## src/rtl/lmx_pkg.sv

```systemverilog
// Purpose: Shared constants and helpers for the LED multiplex serial write port.
// Assumes: One system clock; sclk, cs_n, din and mux_clock_in are synchronised inside the top module.
// Notes: Segment data bit order is dp in bit 7, then a, b, c, d, e, f, g from bit 6 down.
package lmx_pkg;

  // Command word layout: address in the upper byte, data in the lower byte.
  localparam int WORD_W = 16;
  localparam int ADDR_HI = 15;
  localparam int ADDR_LO = 8;
  localparam int DATA_HI = 7;
  localparam int DATA_LO = 0;
  localparam logic [15:0] WORD_RST = 16'h0000;

  // Digit data writes: plane 0 only, or both planes, eight digits each.
  localparam logic [7:0] ADDR_DIG_P0 = 8'h20;
  localparam logic [7:0] ADDR_DIG_BOTH = 8'h60;
  localparam logic [7:0] ADDR_DIG_MASK = 8'hF8;
  localparam logic [7:0] DIGIT_RST = 8'h00;

  // Scan geometry: eight scan slots, all eight with a cathode driver.
  localparam int NUM_DIGITS = 8;
  localparam logic [3:0] DIGIT_DRIVERS = 4'h8;

  // Multiplex timing: ticks per digit slot and the internal oscillator divider.
  localparam logic [5:0] SLOT_TICKS = 6'h20;
  localparam logic [3:0] INT_OSC_DIV = 4'hA;

  // Segment bit positions inside a digit byte.
  localparam int DECIMAL_POINT_SEGMENT = 7;
  localparam int SEG_A = 6;

  // Returns the segment that shared pin j carries while digit k is scanned.
  // Pins below k take positions 0.., pins above k shift down by one.
  function automatic logic seg_for_pin(input logic [7:0] d, input logic [2:0] k,
                                       input logic [2:0] j);
    logic [6:0] seq;
    logic [2:0] pos;
    seq = {d[5], d[4], d[3], d[2], d[1], d[0], d[DECIMAL_POINT_SEGMENT]};
    pos = (j < k) ? j : 3'(j - 3'h1);
    return seq[pos];
  endfunction : seg_for_pin

endpackage : lmx_pkg

```

## src/rtl/lmx_scan_if.sv

```systemverilog
// Purpose: Carries the scan timing and digit data between the port and the scanner.
// Assumes: Both ends run on clk_sys.
// Notes: The scanner asks for a digit by index and gets its byte back combinationally.
`timescale 1ns/10ps
`default_nettype none
interface lmx_scan_if;
  logic mux_tick; // One-cycle pulse per multiplex clock period.
  logic [2:0] scan_limit; // Highest digit index that is scanned.
  logic [2:0] digit; // Digit currently scanned.
  logic [7:0] seg_pattern; // Segment byte of that digit.
  modport port (output mux_tick, output scan_limit, output seg_pattern, input digit);
  modport scan (input mux_tick, input scan_limit, input seg_pattern, output digit);
endinterface : lmx_scan_if
`default_nettype wire

```

## src/rtl/lmx_scan.sv

```systemverilog
// Purpose: Multiplex scanner that drives the shared cathode and segment pins.
// Assumes: mux_tick is a clean one-cycle pulse on clk_sys.
// Notes: Unlit segments are left floating rather than driven low.
`timescale 1ns/10ps
`default_nettype none
module lmx_scan
  import lmx_pkg::*;
(
  input wire logic clk_sys, // System clock.
  input wire logic rst, // Asynchronous reset, active high.
  lmx_scan_if.scan sif, // Timing and digit data.
  output logic [7:0] pin_out_r, // Shared pin drive level.
  output logic [7:0] pin_oe_r, // Shared pin drive enable.
  output logic seg_a_out_r, // Fixed segment a level.
  output logic seg_a_oe_r // Fixed segment a enable.
);

  logic [5:0] slot_r, slot_nxt; // Ticks spent in the current slot.
  logic [2:0] digit_r, digit_nxt; // Digit being scanned.
  logic [7:0] pin_out_nxt, pin_oe_nxt;
  logic seg_a_out_nxt, seg_a_oe_nxt;

  assign sif.digit = digit_r;

  ////////////////////////////////////////////////////////////////////////////
  // Slot sequencing and pin pattern; outputs are registered so pins never glitch.
  always_comb begin
    slot_nxt = slot_r;
    digit_nxt = digit_r;
    if (sif.mux_tick) begin
      if (slot_r == 6'(SLOT_TICKS - 6'h1)) begin
        slot_nxt = 6'h00;
        digit_nxt = (digit_r >= sif.scan_limit) ? 3'h0 : 3'(digit_r + 3'h1);
      end else begin
        slot_nxt = 6'(slot_r + 6'h1);
      end
    end
    pin_out_nxt = 8'h00;
    pin_oe_nxt = 8'h00;
    seg_a_out_nxt = 1'b0;
    seg_a_oe_nxt = 1'b0;
    // A digit with no cathode driver stays dark; every pin floats.
    if ({1'b0, digit_r} < DIGIT_DRIVERS) begin
      for (int j = 0; j < NUM_DIGITS; j++) begin
        if (3'(j) == digit_r) begin
          pin_oe_nxt[j] = 1'b1;
        end else if (seg_for_pin(sif.seg_pattern, digit_r, 3'(j))) begin
          pin_out_nxt[j] = 1'b1;
          pin_oe_nxt[j] = 1'b1;
        end
      end
      seg_a_out_nxt = sif.seg_pattern[SEG_A];
      seg_a_oe_nxt = sif.seg_pattern[SEG_A];
    end
  end

  always_ff @(posedge clk_sys or posedge rst) begin
    if (rst) begin
      slot_r <= 6'h00;
      digit_r <= 3'h0;
      pin_out_r <= 8'h00;
      pin_oe_r <= 8'h00;
      seg_a_out_r <= 1'b0;
      seg_a_oe_r <= 1'b0;
    end else begin
      slot_r <= slot_nxt;
      digit_r <= digit_nxt;
      pin_out_r <= pin_out_nxt;
      pin_oe_r <= pin_oe_nxt;
      seg_a_out_r <= seg_a_out_nxt;
      seg_a_oe_r <= seg_a_oe_nxt;
    end
  end

  ////////////////////////////////////////////////////////////////////////////
  // Checks on the pin pattern and the digit step.
  property p_one_cathode;
    @(posedge clk_sys) disable iff (rst) $onehot0(pin_oe_r & ~pin_out_r);
  endproperty
  a_one_cathode: assert property (p_one_cathode) else $error("More than one cathode sinks.");

  property p_float_off;
    @(posedge clk_sys) disable iff (rst) (pin_out_r & ~pin_oe_r) == 8'h00;
  endproperty
  a_float_off: assert property (p_float_off) else $error("Driven high while not enabled.");

  property p_no_driver_dark;
    @(posedge clk_sys) disable iff (rst) ({1'b0, digit_r} >= DIGIT_DRIVERS) |=> pin_oe_r == 8'h00;
  endproperty
  a_no_driver_dark: assert property (p_no_driver_dark) else $error("Absent digit lit.");

  property p_seg_a;
    @(posedge clk_sys) disable iff (rst)
      ({1'b0, digit_r} < DIGIT_DRIVERS) |=> seg_a_oe_r == $past(sif.seg_pattern[SEG_A]);
  endproperty
  a_seg_a: assert property (p_seg_a) else $error("Segment a does not follow its bit.");

  property p_cathode_pin;
    @(posedge clk_sys) disable iff (rst)
      ({1'b0, digit_r} < DIGIT_DRIVERS) |=> pin_oe_r[$past(digit_r)] && !pin_out_r[$past(digit_r)];
  endproperty
  a_cathode_pin: assert property (p_cathode_pin) else $error("Cathode pin not sinking.");

  property p_slot_step;
    @(posedge clk_sys) disable iff (rst)
      sif.mux_tick && slot_r == 6'(SLOT_TICKS - 6'h1) && digit_r < sif.scan_limit
      |=> digit_r == $past(digit_r) + 3'h1;
  endproperty
  a_slot_step: assert property (p_slot_step) else $error("Digit did not advance.");

endmodule : lmx_scan
`default_nettype wire

```

## src/rtl/lmx_top.sv

```systemverilog
// Purpose: Write-only three-wire serial command port with a multiplexed LED scanner.
// Assumes: sclk, cs_n, din and mux_clock_in are asynchronous pins, all far slower than clk_sys.
// Notes: Only digit-data writes of plane 0 are acted on here; other commands are
//   presented on cmd_word_r for the rest of the chip to decode.
//
// Functional notes
// - Shift data in on each serial clock rise.
// - Select high: serial clock edges ignored.
// - Select rise latches the last sixteen bits.
// - Word is address byte then data byte.
// - Serial clock may idle low or high.
// - Own digit pin sinks; others source segments.
// - Idle drivers float, driving neither level.
// - Five-digit variant: upper three digits stay dark (DIGIT_DRIVERS is 8 here, so all eight digits have drivers).
// - Digit k: pin k cathode, fixed pin segment a.
// - Odd bit counts keep the final sixteen bits.
// - Port is write-only; nothing reads back.
`timescale 1ns/10ps
`default_nettype none
module lmx_top
  import lmx_pkg::*;
(
  input wire logic clk_sys, // System clock, 40 MHz.
  input wire logic rst, // Asynchronous reset, active high.
  input wire logic sclk, // Serial clock pin.
  input wire logic cs_n, // Serial select pin, active low.
  input wire logic din, // Serial data pin.
  input wire logic mux_clock_in, // External multiplex clock pin.
  input wire logic mux_clock_sel, // Static select: 1 uses mux_clock_in.
  input wire logic [2:0] scan_limit, // Highest digit index scanned.
  output logic [15:0] cmd_word_r, // Last latched command word.
  output logic cmd_valid_r, // One-cycle pulse when a word is latched.
  output logic [7:0] shared_drive_pin_out, // Shared pin level.
  output logic [7:0] shared_drive_pin_oe, // Shared pin enable.
  output logic fixed_segment_a_out, // Segment a level.
  output logic fixed_segment_a_oe // Segment a enable.
);

  ////////////////////////////////////////////////////////////////////////////
  // Pin synchronisers. The first stage of each is read only by the second.
  logic [3:0] meta_r; // First stages: sclk, cs_n, din, mux clock.
  logic [3:0] sync_r; // Second stages.
  logic sclk_d_r; // Previous synced sclk, for edge finding.
  logic cs_d_r; // Previous synced select.
  logic mux_d_r; // Previous synced multiplex clock.
  logic sclk_q, cs_q, din_q, mux_q;

  assign sclk_q = sync_r[0];
  assign cs_q = sync_r[1];
  assign din_q = sync_r[2];
  assign mux_q = sync_r[3];

  // Select idles high after reset, so a start-up high never looks like a frame end.
  always_ff @(posedge clk_sys or posedge rst) begin
    if (rst) begin
      meta_r <= 4'h2;
      sync_r <= 4'h2;
      sclk_d_r <= 1'b0;
      cs_d_r <= 1'b1;
      mux_d_r <= 1'b0;
    end else begin
      meta_r <= {mux_clock_in, din, cs_n, sclk};
      sync_r <= meta_r;
      sclk_d_r <= sclk_q;
      cs_d_r <= cs_q;
      mux_d_r <= mux_q;
    end
  end

  // Only a low-to-high change counts, so either idle level is harmless.
  logic sclk_rise; // Serial clock rising edge.
  logic cs_rise; // End of a frame.
  logic mux_rise; // External multiplex clock rising edge.
  assign sclk_rise = sclk_q && !sclk_d_r;
  assign cs_rise = cs_q && !cs_d_r;
  assign mux_rise = mux_q && !mux_d_r;

  ////////////////////////////////////////////////////////////////////////////
  // Shift register and word latch. The shift register is cleared only by reset, so a
  // short frame carries bits over from the one before it.
  logic [15:0] shift_r, shift_nxt; // Serial shift register.
  logic [15:0] cmd_word_nxt;
  logic cmd_valid_nxt;

  always_comb begin
    shift_nxt = shift_r;
    cmd_word_nxt = cmd_word_r;
    cmd_valid_nxt = 1'b0;
    // Edges while deselected are dropped; the bus may serve other parts.
    if (sclk_rise && !cs_q) begin
      shift_nxt = {shift_r[WORD_W-2:0], din_q};
    end
    if (cs_rise) begin
      cmd_word_nxt = shift_r;
      cmd_valid_nxt = 1'b1;
    end
  end

  always_ff @(posedge clk_sys or posedge rst) begin
    if (rst) begin
      shift_r <= WORD_RST;
      cmd_word_r <= WORD_RST;
      cmd_valid_r <= 1'b0;
    end else begin
      shift_r <= shift_nxt;
      cmd_word_r <= cmd_word_nxt;
      cmd_valid_r <= cmd_valid_nxt;
    end
  end

  ////////////////////////////////////////////////////////////////////////////
  // Digit store. Written from latched words; there is no path back to the
  // serial pins, so nothing can be read out.
  logic [7:0] digit_ram [NUM_DIGITS]; // Segment bytes, plane 0.
  logic [7:0] ram_nxt [NUM_DIGITS];
  logic [7:0] cmd_addr; // Address byte of the latched word.
  logic [7:0] cmd_data; // Data byte of the latched word.
  logic dig_write; // Latched word targets plane 0 of a digit.

  assign cmd_addr = cmd_word_r[ADDR_HI:ADDR_LO];
  assign cmd_data = cmd_word_r[DATA_HI:DATA_LO];
  assign dig_write = cmd_valid_r &&
    (((cmd_addr & ADDR_DIG_MASK) == ADDR_DIG_P0) || ((cmd_addr & ADDR_DIG_MASK) == ADDR_DIG_BOTH));

  always_comb begin
    ram_nxt = digit_ram;
    if (dig_write) begin
      ram_nxt[cmd_addr[2:0]] = cmd_data;
    end
  end

  always_ff @(posedge clk_sys or posedge rst) begin
    if (rst) begin
      for (int i = 0; i < NUM_DIGITS; i++) begin
        digit_ram[i] <= DIGIT_RST;
      end
    end else begin
      digit_ram <= ram_nxt;
    end
  end

  ////////////////////////////////////////////////////////////////////////////
  // Multiplex tick. The internal source divides clk_sys; the external one is
  // trusted to stay in its allowed range, which keeps it well below clk_sys / 4.
  logic [3:0] osc_cnt_r, osc_cnt_nxt; // Internal oscillator divider.
  logic tick_r, tick_nxt; // Multiplex tick pulse.

  always_comb begin
    osc_cnt_nxt = (osc_cnt_r == 4'(INT_OSC_DIV - 4'h1)) ? 4'h0 : 4'(osc_cnt_r + 4'h1);
    tick_nxt = mux_clock_sel ? mux_rise : (osc_cnt_r == 4'h0);
  end

  always_ff @(posedge clk_sys or posedge rst) begin
    if (rst) begin
      osc_cnt_r <= 4'h0;
      tick_r <= 1'b0;
    end else begin
      osc_cnt_r <= osc_cnt_nxt;
      tick_r <= tick_nxt;
    end
  end

  ////////////////////////////////////////////////////////////////////////////
  // Scanner.
  lmx_scan_if sif ();
  assign sif.mux_tick = tick_r;
  assign sif.scan_limit = scan_limit;
  assign sif.seg_pattern = digit_ram[sif.digit];

  lmx_scan u_scan (
    .clk_sys(clk_sys),
    .rst(rst),
    .sif(sif),
    .pin_out_r(shared_drive_pin_out),
    .pin_oe_r(shared_drive_pin_oe),
    .seg_a_out_r(fixed_segment_a_out),
    .seg_a_oe_r(fixed_segment_a_oe)
  );

  ////////////////////////////////////////////////////////////////////////////
  // Checks on the serial port.
  property p_shift_in;
    @(posedge clk_sys) disable iff (rst)
      sclk_rise && !cs_q |=> shift_r == {$past(shift_r[14:0]), $past(din_q)};
  endproperty
  a_shift_in: assert property (p_shift_in) else $error("Bit not shifted in.");

  property p_desel_hold;
    @(posedge clk_sys) disable iff (rst) cs_q |=> $stable(shift_r);
  endproperty
  a_desel_hold: assert property (p_desel_hold) else $error("Shifted while deselected.");

  property p_latch;
    @(posedge clk_sys) disable iff (rst)
      cs_rise |=> cmd_valid_r && cmd_word_r == $past(shift_r);
  endproperty
  a_latch: assert property (p_latch) else $error("Word not latched on select rise.");

  property p_idle_clock;
    @(posedge clk_sys) disable iff (rst) !sclk_rise |=> $stable(shift_r);
  endproperty
  a_idle_clock: assert property (p_idle_clock) else $error("Shift without a clock rise.");

  property p_word_hold;
    @(posedge clk_sys) disable iff (rst) !cs_rise |=> $stable(cmd_word_r) && !cmd_valid_r;
  endproperty
  a_word_hold: assert property (p_word_hold) else $error("Word changed outside a latch.");

  property p_digit_store;
    @(posedge clk_sys) disable iff (rst)
      dig_write |=> digit_ram[$past(cmd_addr[2:0])] == $past(cmd_data);
  endproperty
  a_digit_store: assert property (p_digit_store) else $error("Digit byte not stored.");

endmodule : lmx_top
`default_nettype wire

```

## config.mk

```make
export PLATFORM = sky130hd
export DESIGN_NAME = lmx_top
export DESIGN_NICKNAME = d
export VERILOG_FILES = /design/src/rtl/lmx_pkg.sv /design/src/rtl/lmx_scan_if.sv /design/src/rtl/lmx_scan.sv /design/src/rtl/lmx_top.sv
export SDC_FILE = /design/constraint.sdc
export NUM_CORES = 1
export LEC_CHECK = 0
export ABC_AREA = 1
export BUFFER_PORTS_ARGS = -buffer_cell sky130_fd_sc_hd__buf_2
export CORE_AREA = 2 2 168 137
export CTS_BUF_LIST = sky130_fd_sc_hd__clkbuf_16
export CTS_CLUSTER_DIAMETER = 150
export DETAILED_ROUTE_END_ITERATION = 8
export DIE_AREA = 0 0 170 139
export GPL_ROUTABILITY_DRIVEN = 0
export REMOVE_ABC_BUFFERS = 1
export SKIP_LAST_GASP = 1
export SLEW_MARGIN = 30
export SYNTH_ARGS = -nofsm -noshare
export SYNTH_HDL_FRONTEND = slang
export SYNTH_HIERARCHICAL = 1
export SYNTH_SLANG_ARGS = --single-unit
```

## constraint.sdc

```tcl
create_clock -name clk_sys -period 6.74 [get_ports clk_sys]
set_input_delay 0.674 -clock clk_sys [delete_from_list [all_inputs] [get_ports clk_sys]]
set_output_delay 0.674 -clock clk_sys [all_outputs]
set_load 0.02 [all_outputs]
```

==> reports/qor.yml <==
hold_path_class: "in -> async"
htree_levels: 4
r2r_setup_slack_ns: 4.40
antennaDiodeCount: 0
cts_setup_buffers: 0
ys_types: 33
dpl_cell_area_sq_um: 6930
cp.arrival_ns: 2.60
finalSetupTns_ns: 0
max_stage_delay_ns: 0.92
synth_xor_area_share_pct: 0.268
synthSimpleGateAreaFrac_pct: 31.0
wl_per_cell_um: 13.6
cp.required_ns: 7.00
max-vdd-ir-drop_mv: 0.160
ys_warn_count: 6
worst_skew_pair.late_latency_ns: 0.43
syn_area_sq_um: 6530
layout.cells.non_filler: 1135
r2r-end: "u_scan/pin_oe_r[3]"
synth_top_family_by_area: "simple AND/OR/NAND/NOR gates"
start_kind: "flop"
cts_tree: "yes"
finalCoreUtilization_pct: 34.1
synthMuxAreaShare_pct: 0
die_h_um: 139
r2r_cells: 9
finalHoldViolations: 0
period_share_pct: 34.7
tightest_slew_ns: 0.922
synth.avg_cell_area_sq_um: 8.03
cts_sinks: 139
fillers: 2301
grt_max_degree: 73
die_w_um: 170
ys_seq_area_share_pct: 53.3
numCtsBuffers: 17
antenna_found_initial: 0
synth_cells: 813
vias: 5074
clock-root-buffer: "clkbuf_16"
routed_wl_mm: 15.4
slew_violations: 0
rsz0062_at_grt: "false"
critPathBufInv: 2
path_cells: "inv_1, nand3_1, nand2_1, nand2_1, nand2_1, inv_1, nand2_1, o21ai_1, o31ai_1"
hold_slack_ns: 0.312
vias_per_cell: 4.47
setup_viol: 0
clockBufferDepth: 2
drc: 0
min_period_ns: 2.34
hpwl_mm: 10.1
slowest_stage: "dfrtp_1"
r2r-start: "u_scan/sif.digit[1]"
critPathLaunch: "u_scan/sif.digit[1]"
drv_cap: 0
crit_fanout: 27
fmax_ghz: 0.428
p_leak_nw: 4.08
final_antenna_net_count: 0
io_buffers: 44
drtIter0Drc: 385
dieArea_sq_um: 23600
overflow: 0
end_kind: "flop"
start_util_pct: 29.6
clk_pin_slew_ns: 0.07
worstSetupPathType: "reg -> reg"
track_usage_pct: 14.0
synthAdderAreaFrac_pct: 1.53
fin_area_sq_um: 7530
crit_end: "u_scan/pin_oe_r[3]"
final.setup_skew_ns: 0.0130
ys_ff_latch: 139
cts_resized: 0
power.density_nw_per_um2: 273
rows: 49
slew_headroom_pct: 38.4
coreArea_sq_um: 22100
grt_pass1_wl_mm: 25.8
syn_to_final_growth_pct: 15.3
synth_compound_area_share_pct: 4.04
fin_nets: 860
path_depth: 9
critPathTopFamily: "flip-flops"
path_common_cell: "nand2_1"
drive_above_1_share_pct: 13.1
place_inst: 1102
firstDrtPassIters: 5
ctsHoldBuffers: 0
ios: 45
grt_pass1_vias: 4938
run_status: "completed"
[worst register-to-register path, delay by kind of cell (launching register included)]
family / cells / cell delay, ns
AOI/OAI and AO/OA: 2 / 0.29
buffers and inverters: 2 / 0.55
DFF: 1 / 0.92
and+or+nand+nor: 5 / 0.43
[how the worst min path moves through the flow]
stage / cells after the start / from / to / slack [ns]
floorplan: 0 / meta_r[0] / sync_r[0] / 0.33
detailed placement: 0 / meta_r[2] / sync_r[2] / 0.33
finish: 2 / rst / u_scan/slot_r[0] / 0.31
CTS: 2 / rst / u_scan/slot_r[0] / 0.32
global placement: 0 / meta_r[2] / sync_r[2] / 0.33
global route: 1 / cs_n / meta_r[1] / 0.32
[state kept, by name, indices dropped and copies added (netlist names)]
signal and flops:
sif.mux_tick 1, u_scan/slot_r 6, sclk_d_r 1, sync_r 4
u_scan/sif.digit 3, shift_r 16, digit_ram 64, u_scan/pin_out_r 8
mux_d_r 1, u_scan/pin_oe_r 8, cmd_valid_r 1, cs_d_r 1
meta_r 4, cmd_word_r 16, osc_cnt_r 4, u_scan/seg_a_oe_r 1
[area by class of cell]
class	count	area, sq um	area share, %
Sequential cell	139	3480	46.3
Clock buffer	17	425	5.65
Timing Repair Buffer	48	258	3.42
Clock inverter	15	155	2.06
Tap cell	280	350	4.65
Multi-Input combinational cell	518	2400	31.9
Inverter	118	453	6.02
[placed cells by master (no fill, tap or decap), drive strengths merged, types with 4 or more instances in the layout]
cell type | netlist | layout
nand3 | 105 | 105
nor3 | 8 | 8
nand2 | 309 | 309
clkbuf | 17 | 17
nor2 | 27 | 27
or2 | 4 | 4
inv | 118 | 128
buf | 21 | 48
a21oi | 7 | 7
ha | 8 | 8
dfrtp | 136 | 136
o21ai | 41 | 41
[logic make-up after synthesis]
kind of cell               Yosys count
buffers and inverters              156
and+or+nand+nor                    457
DFF                                139
AOI/OAI and AO/OA                   51
adders and majority gates            8
xor gates and xnor gates             2
[metal layers]
layer  share of wire (%)  track usage [%]  up-vias
met5                   0                0        -
met3                 4.0             3.40       19
met4                 1.8             5.22        0
li1                    -                -     2565
met1                  47             19.4     2398
met2                  47             21.3       92
[stage by stage]
step,setup WS [ns],total power [mW]
4_1_cts,4.37,2.08
2_1_floorplan,3.08,1.06
5_1_grt,4.09,2.15
3_5_place_dp,4.43,1.15
6_report,4.40,2.05
3_3_place_gp,4.49,1.14
[power by group]
part	switching [mW]	internal (mW)
combinational	0.109	0.0513
sequential	0.0864	0.880
clock	0.402	0.523
total	0.598	1.45
[cells in the mapped netlist]
cell      count  area, sq um
nand2_1     299         1120
dfrtp_1     136         3400
inv_1       114          428
nand3_1     104          521
o21ai_0      37          185
nor2_1       23         86.3
clkbuf_1     17         63.8
buf_2        13         65.1
ha_1          8          100
a21oi_1       6         30.0
nand2_2       6         37.5
nor3_4        6         97.6
buf_4         5         37.5
nand2_4       4         45.0
o21ai_1       4         20.0
dfstp_2       3         78.8
inv_2         3         11.3
nand3b_1      3         22.5
nor2_4        3         33.8
a31oi_1       2         12.5
buf_6         2         22.5
nor3_1        2         10.0
or2_2         2         12.5
xor2_1        2         17.5
a21oi_2       1         8.76
buf_1         1         3.75
inv_8         1         11.3
nand3_2       1         10.0
nand4_1       1         6.26
nor2_2        1         6.26
o31ai_1       1         7.51
or2_0         1         6.26
or2_1         1         6.26
No activity file was read; power rests on OpenSTA's default activity.
